$ cat src/sdpfs_regs.svh
`ifndef SDPFS_REGS_SVH
`define SDPFS_REGS_SVH

// Register byte offsets
`define SDPFS_ADDR_FUNC 8'h00
`define SDPFS_ADDR_PORT_OUT 8'h04
`define SDPFS_ADDR_PORT_DIR 8'h08
`define SDPFS_ADDR_PIN_IN 8'h0C
`define SDPFS_ADDR_STATUS 8'h10

// Reset values
`define SDPFS_FUNC_RST 24'h000000
`define SDPFS_PORT_RST 18'h00000
`define SDPFS_RDATA_RST 32'h00000000

// Geometry: six groups of three pins, four config bits per group
`define SDPFS_NPIN 18
`define SDPFS_NCFG 24
`define SDPFS_NGRP 6
`define SDPFS_NSER 4
`define SDPFS_NDMA 2
`define SDPFS_GRP_PINS 3
`define SDPFS_GRP_W 4
`define SDPFS_G_SER2 0
`define SDPFS_G_SER5 3
`define SDPFS_G_DMA0 4
`define SDPFS_G_DMA2 5
`define SDPFS_PIN(g, p) ((g) * `SDPFS_GRP_PINS + (p))
`define SDPFS_CFG(g, f) ((g) * `SDPFS_GRP_W + (f))

// Pin position inside a group
`define SDPFS_P_RX 0
`define SDPFS_P_TX 1
`define SDPFS_P_CK 2
`define SDPFS_P_REQ 0
`define SDPFS_P_ACK 1
`define SDPFS_P_ES 2

// Config bit inside a group
`define SDPFS_F_TX_EN 0
`define SDPFS_F_CK_OUT 1
`define SDPFS_F_CK_EXT 2
`define SDPFS_F_REQ_SEL 0
`define SDPFS_F_ACK_EN 1
`define SDPFS_F_END_EN 2
`define SDPFS_F_STOP_EN 3

// Synchroniser vector layout: pins, mode straps, interrupt
`define SDPFS_SYNC_W 22
`define SDPFS_SYNC_MODE_LSB 18
`define SDPFS_SYNC_MODE_MSB 20
`define SDPFS_SYNC_NMI 21
`define SDPFS_STATUS_NMI 3

// Edges after reset release before strap levels are settled
`define SDPFS_STRAP_W 3
`define SDPFS_STRAP_WAIT 3'h4
`define SDPFS_STRAP_ZERO 3'h0
`define SDPFS_STRAP_ONE 3'h1

`endif

$ cat src/sdpfs_pkg.sv
package sdpfs_pkg;

    // Signals driven by the on-chip peripherals towards the pins
    typedef struct packed {
        logic [3:0] ser_txd;
        logic [3:0] ser_sck;
        logic [1:0] dma_ack;
        logic [1:0] dma_end;
    } sdpfs_drv_t;

    // Signals handed from the pins to the on-chip peripherals
    typedef struct packed {
        logic [3:0] ser_rxd;
        logic [3:0] ser_sck;
        logic [1:0] dma_req;
        logic [1:0] dma_stop;
        logic [2:0] mode;
        logic nmi;
    } sdpfs_rcv_t;

endpackage

$ cat src/sdpfs_sync.sv
module sdpfs_sync #(
    parameter int WIDTH = 1
) (
    input wire logic clock,
    input wire logic rst_b,
    input wire logic [WIDTH-1:0] d,
    output logic [WIDTH-1:0] q
);
    logic [WIDTH-1:0] s1_r;
    logic [WIDTH-1:0] s2_r;
    logic [WIDTH-1:0] s3_r;

    always_ff @(posedge clock or negedge rst_b) begin
        if (!rst_b) begin
            s1_r <= '0;
            s2_r <= '0;
            s3_r <= '0;
            q <= '0;
        end else begin
            s1_r <= d;
            s2_r <= s1_r;
            s3_r <= s2_r;
            // A bit moves only once stages two and three agree
            q <= (s2_r & s3_r) | (q & (s2_r | s3_r));
        end
    end
endmodule

$ cat src/sdpfs_pin_cell.sv
module sdpfs_pin_cell (
    input wire logic clock,
    input wire logic rst_b,
    input wire logic func_drive,
    input wire logic func_val,
    input wire logic port_val,
    input wire logic port_dir,
    output logic pin_out,
    output logic pin_oe_b
);
    always_ff @(posedge clock or negedge rst_b) begin
        if (!rst_b) begin
            pin_out <= 1'b0;
            pin_oe_b <= 1'b1;
        end else begin
            // Alternate output wins; otherwise the port bit owns the driver
            pin_out <= func_drive ? func_val : port_val;
            pin_oe_b <= !(func_drive || port_dir);
        end
    end
endmodule

$ cat src/sdpfs_pin_select.sv
`include "sdpfs_regs.svh"

// Behaviour
// - Async serial transmit pin drives data only while transmit output enabled, else port.
// - Async serial clock pin is clock when clock output enabled or external clock.
// - Serial clock pin is port only with no external clock and output off; code gives it to port whenever clock output off.
// - Clocked serial data pin drives shifted data only while its output enabled.
// - Clocked serial clock pin is shift clock in external mode or output enabled.
// - DMA request pin counts only when selected start source; port output kept off, which code leaves to the port direction bit.
// - DMA acknowledge pin outputs accept indication only while enabled, else port.
// - DMA end/stop pin drives completion while transfer end output enabled.
// - Same pin accepts stop when stop input enabled; port only when both off, but code gives it to port whenever end output off.
// - Three mode-select pins are decoded to set the basic operating mode.
// - Interrupt pin is a non-maskable request that no masking can disable.
// - Dedicated external reset input initialises the whole block.
module sdpfs_pin_select
    import sdpfs_pkg::*;
(
    input wire logic clock,
    input wire logic rst_b,
    input wire logic [7:0] address,
    input wire logic [3:0] byteenable,
    input wire logic read,
    input wire logic write,
    input wire logic [31:0] writedata,
    output logic [31:0] readdata,
    output logic waitrequest,
    input wire logic [`SDPFS_NPIN-1:0] pin_in,
    output logic [`SDPFS_NPIN-1:0] pin_out,
    output logic [`SDPFS_NPIN-1:0] pin_oe_b,
    input wire logic [2:0] mode_pin_in,
    input wire logic nmi_pin_in,
    input wire sdpfs_drv_t periph_drv,
    output sdpfs_rcv_t periph_rcv
);
    logic [`SDPFS_NCFG-1:0] func_r;
    logic [`SDPFS_NPIN-1:0] port_out_r;
    logic [`SDPFS_NPIN-1:0] port_dir_r;
    logic [2:0] mode_r;
    logic [`SDPFS_STRAP_W-1:0] strap_cnt_r;
    logic strap_done_r;
    logic cfg_touched_r;
    logic [`SDPFS_SYNC_W-1:0] sync_q;
    logic [`SDPFS_NPIN-1:0] pins_s;
    logic [`SDPFS_NPIN-1:0] fdrive;
    logic [`SDPFS_NPIN-1:0] fval;
    logic [31:0] func_w;
    logic [31:0] port_out_w;
    logic [31:0] port_dir_w;
    logic [31:0] rdata_nxt;
    logic wr_take;
    logic rd_take;
    sdpfs_rcv_t rcv_nxt;

    function automatic logic [31:0] be_merge(
        input logic [31:0] old,
        input logic [31:0] nw,
        input logic [3:0] be
    );
        logic [31:0] res;
        res = old;
        for (int b = 0; b < 4; b++) begin
            if (be[b]) begin
                res[b*8 +: 8] = nw[b*8 +: 8];
            end
        end
        return res;
    endfunction

    function automatic logic [31:0] widen(input logic [`SDPFS_NCFG-1:0] v);
        return {{(32 - `SDPFS_NCFG){1'b0}}, v};
    endfunction

    function automatic logic [31:0] widen_p(input logic [`SDPFS_NPIN-1:0] v);
        return {{(32 - `SDPFS_NPIN){1'b0}}, v};
    endfunction

    // Pins, mode straps and the interrupt all arrive from outside the clock domain
    sdpfs_sync #(
        .WIDTH(`SDPFS_SYNC_W)
    ) u_sync (
        .clock(clock),
        .rst_b(rst_b),
        .d({nmi_pin_in, mode_pin_in, pin_in}),
        .q(sync_q)
    );

    assign pins_s = sync_q[`SDPFS_NPIN-1:0];

    // One wait state: a request is answered at the second edge it is seen
    assign wr_take = write && !waitrequest;
    assign rd_take = read && waitrequest;

    always_ff @(posedge clock or negedge rst_b) begin
        if (!rst_b) begin
            waitrequest <= 1'b1;
        end else begin
            waitrequest <= !((read || write) && waitrequest);
        end
    end

    assign func_w = be_merge(widen(func_r), writedata, byteenable);
    assign port_out_w = be_merge(widen_p(port_out_r), writedata, byteenable);
    assign port_dir_w = be_merge(widen_p(port_dir_r), writedata, byteenable);

    always_ff @(posedge clock or negedge rst_b) begin
        if (!rst_b) begin
            func_r <= `SDPFS_FUNC_RST;
            port_out_r <= `SDPFS_PORT_RST;
            port_dir_r <= `SDPFS_PORT_RST;
            cfg_touched_r <= 1'b0;
        end else if (wr_take) begin
            cfg_touched_r <= 1'b1;
            case (address)
                `SDPFS_ADDR_FUNC: func_r <= func_w[`SDPFS_NCFG-1:0];
                `SDPFS_ADDR_PORT_OUT: port_out_r <= port_out_w[`SDPFS_NPIN-1:0];
                `SDPFS_ADDR_PORT_DIR: port_dir_r <= port_dir_w[`SDPFS_NPIN-1:0];
                default: ;
            endcase
        end
    end

    always_comb begin
        case (address)
            `SDPFS_ADDR_FUNC: rdata_nxt = widen(func_r);
            `SDPFS_ADDR_PORT_OUT: rdata_nxt = widen_p(port_out_r);
            `SDPFS_ADDR_PORT_DIR: rdata_nxt = widen_p(port_dir_r);
            `SDPFS_ADDR_PIN_IN: rdata_nxt = widen_p(pins_s);
            `SDPFS_ADDR_STATUS: rdata_nxt = {28'h0000000, sync_q[`SDPFS_SYNC_NMI], mode_r};
            default: rdata_nxt = `SDPFS_RDATA_RST;
        endcase
    end

    always_ff @(posedge clock or negedge rst_b) begin
        if (!rst_b) begin
            readdata <= `SDPFS_RDATA_RST;
        end else if (rd_take) begin
            readdata <= rdata_nxt;
        end
    end

    // straps caught once settled after release, then frozen
    always_ff @(posedge clock or negedge rst_b) begin
        if (!rst_b) begin
            strap_cnt_r <= `SDPFS_STRAP_ZERO;
            strap_done_r <= 1'b0;
            mode_r <= 3'h0;
        end else if (!strap_done_r) begin
            if (strap_cnt_r == `SDPFS_STRAP_WAIT) begin
                mode_r <= sync_q[`SDPFS_SYNC_MODE_MSB:`SDPFS_SYNC_MODE_LSB];
                strap_done_r <= 1'b1;
            end else begin
                strap_cnt_r <= strap_cnt_r + `SDPFS_STRAP_ONE;
            end
        end
    end

    // Which alternate function drives each pin
    always_comb begin
        fdrive = '0;
        fval = '0;
        for (int g = 0; g < `SDPFS_NSER; g++) begin
            fdrive[`SDPFS_PIN(g, `SDPFS_P_TX)] = func_r[`SDPFS_CFG(g, `SDPFS_F_TX_EN)];
            fval[`SDPFS_PIN(g, `SDPFS_P_TX)] = periph_drv.ser_txd[g];
            fdrive[`SDPFS_PIN(g, `SDPFS_P_CK)] = func_r[`SDPFS_CFG(g, `SDPFS_F_CK_OUT)];
            fval[`SDPFS_PIN(g, `SDPFS_P_CK)] = periph_drv.ser_sck[g];
        end
        for (int d = 0; d < `SDPFS_NDMA; d++) begin
            fdrive[`SDPFS_PIN(`SDPFS_G_DMA0 + d, `SDPFS_P_ACK)] =
                func_r[`SDPFS_CFG(`SDPFS_G_DMA0 + d, `SDPFS_F_ACK_EN)];
            fval[`SDPFS_PIN(`SDPFS_G_DMA0 + d, `SDPFS_P_ACK)] = periph_drv.dma_ack[d];
            fdrive[`SDPFS_PIN(`SDPFS_G_DMA0 + d, `SDPFS_P_ES)] =
                func_r[`SDPFS_CFG(`SDPFS_G_DMA0 + d, `SDPFS_F_END_EN)];
            fval[`SDPFS_PIN(`SDPFS_G_DMA0 + d, `SDPFS_P_ES)] = periph_drv.dma_end[d];
        end
    end

    // Input functions never switch the driver: leave that to software
    for (genvar p = 0; p < `SDPFS_NPIN; p++) begin : g_pin
        sdpfs_pin_cell u_cell (
            .clock(clock),
            .rst_b(rst_b),
            .func_drive(fdrive[p]),
            .func_val(fval[p]),
            .port_val(port_out_r[p]),
            .port_dir(port_dir_r[p]),
            .pin_out(pin_out[p]),
            .pin_oe_b(pin_oe_b[p])
        );
    end

    // Inputs handed to peripherals; an unselected source reads as idle low
    always_comb begin
        rcv_nxt = '0;
        for (int g = 0; g < `SDPFS_NSER; g++) begin
            rcv_nxt.ser_rxd[g] = pins_s[`SDPFS_PIN(g, `SDPFS_P_RX)];
            rcv_nxt.ser_sck[g] = func_r[`SDPFS_CFG(g, `SDPFS_F_CK_EXT)] &&
                pins_s[`SDPFS_PIN(g, `SDPFS_P_CK)];
        end
        for (int d = 0; d < `SDPFS_NDMA; d++) begin
            rcv_nxt.dma_req[d] = func_r[`SDPFS_CFG(`SDPFS_G_DMA0 + d, `SDPFS_F_REQ_SEL)] &&
                pins_s[`SDPFS_PIN(`SDPFS_G_DMA0 + d, `SDPFS_P_REQ)];
            rcv_nxt.dma_stop[d] = func_r[`SDPFS_CFG(`SDPFS_G_DMA0 + d, `SDPFS_F_STOP_EN)] &&
                pins_s[`SDPFS_PIN(`SDPFS_G_DMA0 + d, `SDPFS_P_ES)];
        end
        rcv_nxt.mode = mode_r;
        // no mask exists on this path
        rcv_nxt.nmi = sync_q[`SDPFS_SYNC_NMI];
    end

    always_ff @(posedge clock or negedge rst_b) begin
        if (!rst_b) begin
            periph_rcv <= '0;
        end else begin
            periph_rcv <= rcv_nxt;
        end
    end
endmodule

$ cat config.mk
export PLATFORM = sky130hd
export DESIGN_NAME = sdpfs_pin_select
export DESIGN_NICKNAME = d
export VERILOG_FILES = /design/src/sdpfs_pkg.sv /design/src/sdpfs_sync.sv /design/src/sdpfs_pin_cell.sv /design/src/sdpfs_pin_select.sv
export VERILOG_INCLUDE_DIRS = /design/src
export SDC_FILE = /design/constraint.sdc
export NUM_CORES = 1
export LEC_CHECK = 0
export ABC_AREA = 0
export BUFFER_PORTS_ARGS = -buffer_cell sky130_fd_sc_hd__buf_4
export CORE_UTILIZATION = 55
export CTS_CLUSTER_SIZE = 40
export DETAILED_ROUTE_END_ITERATION = 10
export PLACE_DENSITY = 0.8
export SYNTH_ARGS = -nofsm -noshare
export SYNTH_HDL_FRONTEND = slang
export SYNTH_SLANG_ARGS = --single-unit
$ cat constraint.sdc
create_clock -name clock -period 2.25 [get_ports clock]
set_clock_uncertainty 0.2 [all_clocks]
set_input_delay 0.225 -clock clock [delete_from_list [all_inputs] [get_ports clock]]
set_output_delay 0.225 -clock clock [all_outputs]
set_load 0.005 [all_outputs]
==> results, run 1 <==
- Of all nets on the critical path, the largest fanout is 8.
- The met1 track demand over resource in global routing is 30.55%.
- The proportion of power drawn by flip-flops and latches is 51.0%.
- After layout, the minimum clock period comes to 2.161 ns.
- The overall die area is 16070 µm².
- Among all cell types in the netlist, the one instantiated most often is sky130_fd_sc_hd__dfrtp_1.
- The number of antenna-violating nets in the routed design is 0.
- Averaged over all synthesized cells, the footprint is 15.40 µm².
- The first TritonRoute pass finished after 4 iterations.
- The cell area after layout is 11120 µm².
- The met3 track utilization from global routing is 4.007%.
- The number of maximum-capacitance violations is 0.
- The path type of the worst setup path is flop to flop.
- The number of ports placed on the die boundary is 167.
- STA puts the critical path data arrival time at 2.41 ns.
- Setup repair after global routing left no endpoint under its margin.
- The number of placement rows is 45.
- Wires add up to 19260 µm.
- The number of warnings reported in the yosys synthesis log is 0.
- The overall die width is 126.8 µm.
- In this run the cell area measured after placement is 9727 µm².
- In this run the static leakage power is 0.005324 µW.
- The number of buffers inserted during clock tree synthesis is 23.
- After clock tree synthesis, the clock-pin slew on the worst setup and hold paths is 0.07 ns.
- Setup violations remaining at the end of the flow were counted as 0.
- The post-synthesis async set-or-reset flop share is 100.0%.
- In this run the number of H-tree levels came out at 1.
- By area the synthesized netlist is led by sky130_fd_sc_hd__dfrtp_1 (62%), sky130_fd_sc_hd__mux2_2 (11%), sky130_fd_sc_hd__dfstp_2 (5.8%), sky130_fd_sc_hd__buf_4 (3.9%), sky130_fd_sc_hd__maj3_1 (2.6%).
- The switching part of the total is 21.37%.
- Measured on the finished design, the core utilization comes to 73.18%.
- The wire length per cell is 19.95 µm.
- The clock root buffer is sky130_fd_sc_hd__clkbuf_16.
- Across all layers, the routed design uses 5275 vias.
- The number of pins exceeding their max-slew limit in the final report was 0.
- The top cell type by area accounts for 62.24% of the synthesized area.
- Routability-driven placement finished with a final weighted congestion of 0.8047.
- For the worst-skew pair, the clock arrives at the later sink with an insertion delay of 0.51 ns.
- Dividing total power by cell area gives a power density of 780.7 nW/µm².
- The global routing met2 resource utilization is 44.46%.
- The most common flop cell mapped by yosys is sky130_fd_sc_hd__dfrtp_1.
- For this run, the slowest stage of the critical path takes 0.61 ns.
- The pin slew with the least headroom to its limit is 0.5120 ns.
- The part of the cycle the worst path needs is 96.07%.
- The core region area is 15200 µm².
- STA classifies the critical path endpoint as a flop.
- In this run the deepest clock path goes through 3 buffers.
- For this configuration, the core starts out at a cell density of 56.33%.
- The internal portion of the total power is 6829 µW.
- The aggregate negative setup slack is 0 ns.
- The master of the slowest instance on the critical path is sky130_fd_sc_hd__dfstp_2.
- In this run the post-CTS setup repair buffer count came out at 0.
- The share of total power dissipated in the clock network is 42.3%.
- After synthesis the cells add up to 8563 µm².
- The count of input and output buffers is 149.
- The analysis attributes to net switching a power of 1856 µW.
- The maximum ir drop on the vdd rail is 0.7910 mV.
- The number of sinks on the clock net is 232.
- Cells with a size suffix above 1 make up 40.59% of the layout.
- The netlist uses 38 different library cells.
- The sequential element share of the synthesized area is 68.07%.
- The via count of the first global-routing pass is 5723.
- The wire length of the first global-routing pass is 30680 µm.
- The first routing iteration left 259 violations.
- The most used routing layer in global routing is met2.
- STA classifies the critical path startpoint as a flop.
- Relative to the synthesized area, the layout overhead comes to 29.91%.
- The critical path goes through and2_1, buf_4, nand3_1, o211ai_1, dlygate4sd3_1.
- Total power for the finished layout comes to 8685 µW.
- Setup slack on the worst reg-to-reg path comes out at 0.09 ns.
- The final count of hold timing violations is 0.
- Synthesis produced 556 cells.
- The run finished with clean final reports.
- Entering global routing, the biggest net connects 60 pins.
- The count of state elements after synthesis is 232.
- In the final design database the tool counted 845 nets.
- After detailed routing, the number of vias per cell comes to 5.466.
- After detailed placement, the design holds a cell count of 858.
- The synthesized design contains 0 enable-type register cells.
- The count of unresolved DRC violations after routing is 0.
- After the flow finishes, the layout carries non-filler instances totaling 965.
- For this run the aggregate overflow at the end of global routing stands at 0.
- The commonest cells after synthesis are sky130_fd_sc_hd__dfrtp_1 (213), sky130_fd_sc_hd__mux2_2 (82), sky130_fd_sc_hd__buf_4 (45).
- The type of the most critical hold path is primary input to asynchronous set/reset pin.
- The number of antenna violations at the first check in global routing is 0.
- The die height is 126.8 µm.
- The cell type contributing the most total cell area after synthesis is sky130_fd_sc_hd__dfrtp_1.
- Based on the critical path, the design can be clocked at up to 0.4626 GHz.
- STA puts the critical path data required time at 2.50 ns.
- The HPWL reported at the end of detailed placement is 12410 µm.
- The headroom to the max-slew limit is 65.61%.
- The global-route usage over all layers is 24.97%.
- The TritonCTS clock tree is built.
- In this run, the combinational gates consume 6.7% of the power.
## worst paths after layout
| path | depth (start not counted) | end | start |
|---|---|---|---|
| worst max-delay path | 5 | readdata[2]$_DFFE_PN0P_ | waitrequest$_DFF_PN1_ |
| worst min-delay path | 2 | u_sync.s3_r[0]$_DFF_PN0_ | rst_b |
| worst max register to register | 5 | readdata[2]$_DFFE_PN0P_ | waitrequest$_DFF_PN1_ |
| worst min register to register | 0 | u_sync.s2_r[20]$_DFF_PN0_ | u_sync.s1_r[20]$_DFF_PN0_ |
| max in group asynchronous | 3 | g_pin[2].u_cell.pin_oe_b$_DFF_PN1_ | rst_b |
| min in group clock | 5 | readdata[3]$_DFFE_PN0P_ | address[7] |
## cells in the final DEF, fill, tap and decap left out, types with 4 or more instances in the layout
master / instances
sky130_fd_sc_hd__mux2i_1: 14
sky130_fd_sc_hd__clkinv_2: 4
sky130_fd_sc_hd__clkbuf_1: 5
sky130_fd_sc_hd__maj3_1: 22
sky130_fd_sc_hd__conb_1: 8
sky130_fd_sc_hd__dlygate4sd3_1: 66
sky130_fd_sc_hd__a2bb2oi_1: 14
sky130_fd_sc_hd__a22oi_1: 4
sky130_fd_sc_hd__buf_4: 162
sky130_fd_sc_hd__mux2_2: 82
sky130_fd_sc_hd__clkbuf_8: 6
sky130_fd_sc_hd__dfrtp_1: 213
sky130_fd_sc_hd__inv_1: 9
sky130_fd_sc_hd__o211ai_1: 18
sky130_fd_sc_hd__a22o_1: 6
sky130_fd_sc_hd__nand4_1: 20
sky130_fd_sc_hd__nor2_1: 13
sky130_fd_sc_hd__dfstp_2: 19
sky130_fd_sc_hd__nand2_1: 21
sky130_fd_sc_hd__clkbuf_16: 23
sky130_fd_sc_hd__and2_1: 9
sky130_fd_sc_hd__buf_12: 4
## worst max-delay path, delay by kind of cell, from the launching register on
kind,cells,cell delay [ns]
compound gates,1,0.21
buf+inv,2,0.73
flops,1,0.61
simple gates,2,0.36
## cell families after synthesis
logic type,share of synthesized area [%]
flops,68.07
mux,12.55
simple gates,6.867
buf+inv,5.245
compound gates,4.150
fa+ha+maj,2.864
xor+xnor,0.2046
other cells,0.04379
## per-layer routing
| layer | share of wire (%) | vias to the layer above |
|---|---|---|
| met5 | 0 | - |
| met1 | 40 | 2712 |
| met3 | 5.0 | 54 |
| li1 | - | 2331 |
| met2 | 52 | 178 |
| met4 | 3.5 | 0 |
## power groups by stage
stage | clock, µW | combinational (µW) | sequential, µW
floorplan | 0 | 194 | 4470
global placement | 0 | 470 | 4490
detailed placement | 0 | 487 | 4500
CTS | 3750 | 586 | 4430
global route | 3910 | 633 | 4440
finish | 3680 | 584 | 4430
## flip-flops by register name, summed over array words and instances (netlist names), 3 cells and up
name                   flops
port_out_r                18
g_pin.u_cell.pin_out      18
mode_r                     3
u_sync.q                  22
periph_rcv                16
u_sync.s1_r               22
strap_cnt_r                3
u_sync.s2_r               22
func_r                    24
port_dir_r                18
readdata                  24
g_pin.u_cell.pin_oe_b     18
u_sync.s3_r               22
## area by class of cell
type	count	area, µm²
Inverter	9	33.78
Antenna cell	1	2.502
Multi-Input combinational cell	262	2317
Tap cell	188	235.2
Clock buffer	34	676.9
Sequential cell	232	5829
Timing Repair Buffer	233	1972
Clock inverter	6	57.56
Fill cell	948	4078
## timing repair
item / in CTS / in global routing
setup endpoints to repair: 0 / 1
hold endpoints to repair: 314 / 0
resized for setup: 0 / 1
hold buffers: 66 / 0
## through the flow
| stage | hold slack (ns) | setup WS [ns] |
|---|---|---|
| 3_3_place_gp | -0.02302 | 0.1848 |
| 2_1_floorplan | -0.2706 | 0.4956 |
| 4_1_cts | 0.01284 | 0.07146 |
| 5_1_grt | 0.02497 | 0.007114 |
| 6_report | 0.03012 | 0.08852 |
| 3_5_place_dp | -0.01344 | 0.1886 |
Note: power is estimated with default switching activity, not from simulation.
==> inputs of run 2 (changes only) <==
- CORE_UTILIZATION: 55 -> 49
- PLACE_DENSITY: 0.8 -> 0.75
- clock period: 2.25 -> 1.9 ns (I/O delays scaled with it)
==> results, run 2 (synthesis results as in run 1) <==
- The power density relative to cell area is 936.8 nW/µm² (+20%).
- The core region area is 16820 µm² (+11%).
- The library cell used most frequently in the layout, excluding fill and tap cells, is sky130_fd_sc_hd__dfrtp_1.
- The overall die width is 134.2 µm (+5.9%).
- The count of fill cells added during filler insertion is 1157 (+22%).
- The instance area after placement is 9854 µm² (+1.3%).
- The wire length of the first global-routing pass is 30910 µm (+0.74%).
- The aggregate routed wire length came to 19610 µm (+1.9%).
- The wire length per cell is 19.27 µm (-3.4%).
- The post-placement cell count is 900 (+4.9%).
- The global-route usage over all layers is 22.61% (-2.4 points).
- The final net count is 864 (+2.2%).
- The power spent charging and discharging nets is 2317 µW (+25%).
- TritonCTS built the clock tree.
- The number of placement rows came to 47 (+4.4%).
- The final core utilization is 67.80% (-5.4 points).
- The critical path arrival was 2.05 ns (-0.36 ns).
- The clock power share came to 44.2% (+1.9 points).
- The internal power summed over all cells came to 8365 µW (+22%).
- The peak clock frequency supported by timing is 0.5374 GHz.
- The pin count of the biggest net entering global routing is 61 (+1.7%).
- The shortest period the worst path allows is 1.861 ns.
- The violation count after the first detailed-routing iteration is 346 (+34%).
- The maximum fanout along the worst path was 9 (+1).
- The non-filler instance count after layout came to 1018 (+5.5%).
- The clock transition at the registers of the reported paths was 0.06 ns (about the same).
- The number of buffers on the longest clock path came to 3 (unchanged).
- The number of antenna-violating nets in the routed design is 0 (unchanged).
- The HPWL reported at the end of detailed placement was 12500 µm (+0.77%).
- The data required time of the critical path came to 2.09 ns (-0.41 ns).
- The most used routing layer in global routing is met2.
- The count of inserted antenna diode cells came to 0 (-1).
- The number of buffers inserted during clock tree synthesis is 24 (+4.3%).
- The count of unresolved DRC violations after routing is 0 (unchanged).
- The met3 track utilization from global routing is 4.044% (+0.037 points).
- The vias after detailed routing is 5334 (+1.1%).
- The aggregate negative setup slack is 0 ns (unchanged).
- The number of pins exceeding their max-slew limit in the final report came to 0 (unchanged).
- The worst setup path is launched from a primary input.
- The cell area after layout is 11400 µm² (+2.5%).
- The number of antenna violations at the first check in global routing was 0 (unchanged).
- The final weighted congestion of routability-driven global placement is 0.8076 (+0.36%).
- The clock root buffer is sky130_fd_sc_hd__clkbuf_16.
- The die height is 134.2 µm (+5.9%).
- Of the available clock period, the critical path in the final layout requires 97.94%.
- The proportion of power drawn by flip-flops and latches is 49.0% (-2.0 points).
- The H-tree depth is 1 (unchanged).
- The starting density of the core is 50.92% (-5.4 points).
- The number of maximum-capacitance violations came to 0 (unchanged).
- The type of the most critical hold path is primary input to asynchronous set/reset pin.
- The setup violation total in the final timing report is 0 (unchanged).
- The overall die area came to 18010 µm² (+12%).
- The number of ports placed on the die boundary was 167 (unchanged).
- The critical path is of the primary input to flop type.
- The sum of overflow across all layers after global routing was 0 (unchanged).
- The count of input and output buffers was 149 (unchanged).
- The via count of the first global-routing pass is 5774 (+0.89%).
- The number of sinks on the clock net is 232 (unchanged).
- The final count of hold timing violations is 0 (unchanged).
- The proportion of layout cells with a drive suffix above 1 was 41.85% (+1.3 points).
- The kind of end point of the critical path is a flop.
- The flow ran to the end, and the final reports show no timing, DRC or antenna violations.
- The clock network latency to the later pin of the worst-skew pair is 0.50 ns (about the same).
- The overall power consumption is 10680 µW (+23%).
- The global routing met2 resource utilization is 38.80% (-5.7 points).
- The iteration count of the initial detailed-routing pass is 4 (unchanged).
- The ratio of routed vias to standard cells is 5.240 (-4.1%).
- In the layout the commonest cells are sky130_fd_sc_hd__dfrtp_1 (213), sky130_fd_sc_hd__buf_4 (175), sky130_fd_sc_hd__mux2_2 (82).
- Compared with the post-synthesis result, the final layout area differs by 33.15%.
- The met1 track demand over resource in global routing is 29.05% (-1.5 points).
- The maximum ir drop on the vdd rail was 0.6839 mV (-14%).
- The combinational share of power came to 6.7% (about the same).
- The switching part of the total is 21.69% (+0.32 points).
- The largest registers in the layout are func_r: 24 flops, readdata: 24 flops.
- The leakage power total was 0.005445 µW (+2.3%).
## run 2: changes by cell type in the layout (fill, tap and decap cells not counted), moves of 2 or more
cell | previous run | this run
sky130_fd_sc_hd__clkbuf_8 | 6 | 4
sky130_fd_sc_hd__dlygate4sd3_1 | 66 | 70
sky130_fd_sc_hd__clkinv_4 | 0 | 2
sky130_fd_sc_hd__buf_4 | 162 | 175
sky130_fd_sc_hd__clkbuf_16 | 23 | 25
## run 2: per-layer routing
layer  wire [µm]  up-vias  part of all wire (%)
li1            -     2366                     -
met3        1013       54                   5.2
met5           0        -                     0
met4         640        0                   3.3
met2        9881      204                    50
met1        8077     2710                    41
## run 2: path summary, 6_finish.rpt
path | slack [ns] | startpoint | cells after the start | to
hold reg to reg | 0.15 | u_sync.s1_r[2]$_DFF_PN0_ | 0 | u_sync.s2_r[2]$_DFF_PN0_
min in group clock | 0.06 | address[5] | 4 | func_r[10]$_DFFE_PN0P_
setup reg to reg | 0.07 | waitrequest$_DFF_PN1_ | 3 | port_out_r[7]$_DFFE_PN0P_
hold / removal | 0.03 | rst_b | 2 | u_sync.s1_r[19]$_DFF_PN0_
max in group asynchronous | 0.79 | rst_b | 3 | g_pin[14].u_cell.pin_oe_b$_DFF_PN1_
setup / recovery | 0.04 | address[3] | 6 | func_r[6]$_DFFE_PN0P_
## run 2: per-stage QoR
stage,hold WS [ns],setup slack (ns)
CTS,0.01934,0.01473
finish,0.02539,0.03911
global placement,-0.04642,0.07997
floorplan,-0.3056,0.1509
global route,0.06502,-0.002695
detailed placement,-0.03330,0.01557
## run 2: power groups by stage
stage	clock network, µW	logic [µW]	registers (µW)
floorplan	0	229	5290
global placement	0	574	5320
detailed placement	0	593	5330
CTS	4830	717	5240
global route	5020	778	5260
finish	4720	719	5240
## run 2: critical path: stages
cell	delay [ns]
sky130_fd_sc_hd__dlygate4sd3_1	0.54
sky130_fd_sc_hd__buf_4	0.18
sky130_fd_sc_hd__nor4_4	0.29
sky130_fd_sc_hd__buf_4	0.20
sky130_fd_sc_hd__nand4_4	0.26
sky130_fd_sc_hd__mux2_2	0.38
## run 2: final cells by class
cell class                 count  area, µm²  area share, %
tap                          220      275.3          2.414
inverter                       9      33.78         0.2963
timing repair buffer         251       2130          18.68
clock buffer                  33      695.7          6.101
multi-input combinational    262       2317          20.32
clock inverter                11      121.4          1.064
sequential                   232       5829          51.12
## run 2: timing repair
item | CTS | global route
buffers inserted | 0 | 4
endpoints found under the setup margin | 0 | 39
hold endpoints to repair | 322 | 0
gates resized for setup | 0 | 0
hold buffers | 70 | 0
==> inputs of run 3 (changes only) <==
- CELL_PAD_IN_SITES_DETAIL_PLACEMENT: default -> 1
- CELL_PAD_IN_SITES_GLOBAL_PLACEMENT: default -> 1
- CORE_UTILIZATION: 49 -> 41
- PLACE_DENSITY: 0.75 -> default
- PLACE_DENSITY_LB_ADDON: default -> 0.1
==> results, run 3 (synthesis results as in run 1) <==
- The number of antenna violations at the first check in global routing is 0 (unchanged).
- The overall die area came to 21470 µm² (+19%).
- The maximum ir drop on the vdd rail came to 0.5319 mV (-22%).
- The power density relative to cell area is 937.7 nW/µm² (+0.10%).
- The wire length per cell is 19.60 µm (+1.7%).
- The largest registers in the layout are func_r: 24 flops, readdata: 24 flops.
- The worst slack on hold paths was -0.01355 ns (-0.03894 ns).
- The cell area after layout is 11500 µm² (+0.88%).
- The wire length of the first global-routing pass is 33430 µm (+8.1%).
- The leakage power total is 0.005463 µW (+0.33%).
- The maximum fanout along the worst path came to 9 (unchanged).
- Setup repair after global routing left no endpoint under its margin.
- The met3 routed wirelength came to 937 µm (-7.5%).
- Leaving out fill and tap cells, the most frequent cell in the layout is sky130_fd_sc_hd__dfrtp_1.
- The number of antenna-violating nets in the routed design is 0 (unchanged).
- The data required time of the critical path is 2.09 ns (about the same).
- The global-route usage over all layers is 20.25% (-2.4 points).
- The reg-to-reg setup timing slack is 0.11 ns (+0.04 ns).
- The signed area change from the synthesized netlist to the final layout is 34.32%.
- The shortest period the worst path allows is 1.829 ns (-0.03218 ns).
- The highest routing layer actually used is met4.
- The root buffer cell chosen for the clock tree is sky130_fd_sc_hd__clkbuf_16.
- The number of sinks on the clock net is 232 (unchanged).
- The via count of the first global-routing pass came to 5849 (+1.3%).
- The die height is 146.5 µm (+9.2%).
- The part of the cycle the worst path needs was 96.25% (-1.7 points).
- The count of instances resized after the clock tree is built is 0 (unchanged).
- The startpoint of the worst-slack reg-to-reg timing path is waitrequest$_DFF_PN1_.
- The final weighted congestion of routability-driven global placement came to 0.7437 (-7.9%).
- The peak clock frequency supported by timing is 0.5468 GHz (+1.8%).
- The pre-CTS setup slack is 0.01249 ns (-0.003076 ns).
- The aggregate routed wire length came to 20880 µm (+6.4%).
- The instance area after placement was 9955 µm² (+1.0%).
- The number of pins exceeding their max-slew limit in the final report is 0 (unchanged).
- The endpoint of the worst-slack reg-to-reg timing path is port_dir_r[13]$_DFFE_PN0P_.
- The setup violation total in the final timing report is 0 (unchanged).
- The critical path arrival is 2.02 ns (-0.03 ns).
- The count of input and output buffers is 149 (unchanged).
- The starting density of the core is 42.05% (-8.9 points).
- The run finished, with violations left.
- The post-route worst setup slack came to 0.07128 ns (+0.03218 ns).
- The number of placement rows is 52 (+11%).
- The number of ports placed on the die boundary is 167 (unchanged).
- The clock network latency to the later pin of the worst-skew pair was 0.51 ns (about the same).
- The core region area came to 20360 µm² (+21%).
- The H-tree depth is 1 (unchanged).
- The post-placement cell count was 950 (+5.6%).
- The HPWL reported at the end of detailed placement came to 13520 µm (+8.1%).
- The library cells used most frequently in the layout, excluding fill and tap cells, are sky130_fd_sc_hd__dfrtp_1 (213), sky130_fd_sc_hd__buf_4 (170), sky130_fd_sc_hd__mux2_2 (82).
- The non-filler instance count after layout was 1065 (+4.6%).
- The count of unresolved DRC violations after routing was 0 (unchanged).
- The wire length on met2 is 10370 µm (+4.9%).
- The detailed-routing wirelength on met1 is 9161 µm (+13%).
- The nature of the critical path startpoint is a primary input.
- STA classifies the critical path endpoint as a flop.
- For hold timing, the worst endpoint is readdata[2]$_DFFE_PN0P_.
- The vias after detailed routing is 5231 (-1.9%).
- The ratio of routed vias to standard cells is 4.912 (-6.3%).
- The clock transition at the registers of the reported paths is 0.07 ns (about the same).
- The aggregate negative setup slack is 0 ns (unchanged).
- The timing startpoint of the critical path is address[3].
- The path class of the tightest hold or removal check is primary input to flop.
- The sum of overflow across all layers after global routing is 0 (unchanged).
- The cell count of the worst hold path is 5.
- The number of buffers inserted during clock tree synthesis is 24 (unchanged).
- The worst hold path begins at address[0].
- The count of inserted antenna diode cells is 0 (unchanged).
- The final count of hold timing violations came to 3 (+3).
- The worst reg-to-reg path cell count is 5 (+2).
- The overall die width is 146.5 µm (+9.2%).
- The number of buffers on the longest clock path is 3 (unchanged).
- The iteration count of the initial detailed-routing pass came to 4 (unchanged).
- The path type of the worst setup path is primary input to flop.
- The pin count of the biggest net entering global routing is 58 (-4.9%).
- The violation count after the first detailed-routing iteration is 179 (-48%).
- The final reports fail on negative hold slack.
- The proportion of layout cells with a drive suffix above 1 is 41.64% (-0.22 points).
- The final net count is 861 (-0.35%).
- The number of maximum-capacitance violations was 0 (unchanged).
- The TritonCTS clock tree is built.
==> run 3: report_power, final <==
part	total (µW)	internal [µW]	switching, µW
Sequential	5240	5130	111
Clock	4820	2950	1870
Combinational	720	388	333
Total	10800	8470	2320
==> run 3: worst max-delay path by stage <==
stage / slack (ns) / cells after the start / end
3_5_place_dp: 0.01 / 5 / func_r[10]$_DFFE_PN0P_
3_3_place_gp: 0.05 / 5 / func_r[10]$_DFFE_PN0P_
4_1_cts: 0.03 / 7 / readdata[0]$_DFFE_PN0P_
6_report: 0.07 / 6 / func_r[10]$_DFFE_PN0P_
2_1_floorplan: 0.15 / 3 / port_dir_r[0]$_DFFE_PN0P_
5_1_grt: 0.006 / 3 / func_r[10]$_DFFE_PN0P_
==> run 3: layout make-up <==
type,count,area (µm²)
tap,270,337.8
clock inverter,6,82.58
inverter,9,33.78
sequential,232,5829
clock buffer,38,744.5
timing repair buffer,248,2157
multi-input combinational,262,2317
fill,1975,8862
==> run 3: metal layers <==
layer / vias up / global-route usage (%)
li1: 2358 / -
met1: 2682 / 27.12
met2: 156 / 34.29
met3: 35 / 3.250
met4: 0 / 5.313
met5: - / 0
==> run 3: what timing repair did <==
item / CTS / global route
hold endpoints to repair: 317 / 0
setup buffers: 0 / 2
endpoints found under the setup margin: 0 / 5
hold buffers: 69 / 0
==> run 3: critical path: stages <==
cell and delay (ns):
sky130_fd_sc_hd__dlygate4sd3_1 0.54, sky130_fd_sc_hd__buf_4 0.18, sky130_fd_sc_hd__nor4_4 0.28, sky130_fd_sc_hd__buf_4 0.19, sky130_fd_sc_hd__nand4_4 0.24, sky130_fd_sc_hd__mux2_1 0.40
==> run 3: stage by stage <==
stage	power [µW]	utilization [%]
floorplan	5518	-
detailed placement	5934	48.88
global placement	5910	48.88
CTS	10920	56.33
global route	11180	56.48
finish	10790	56.48
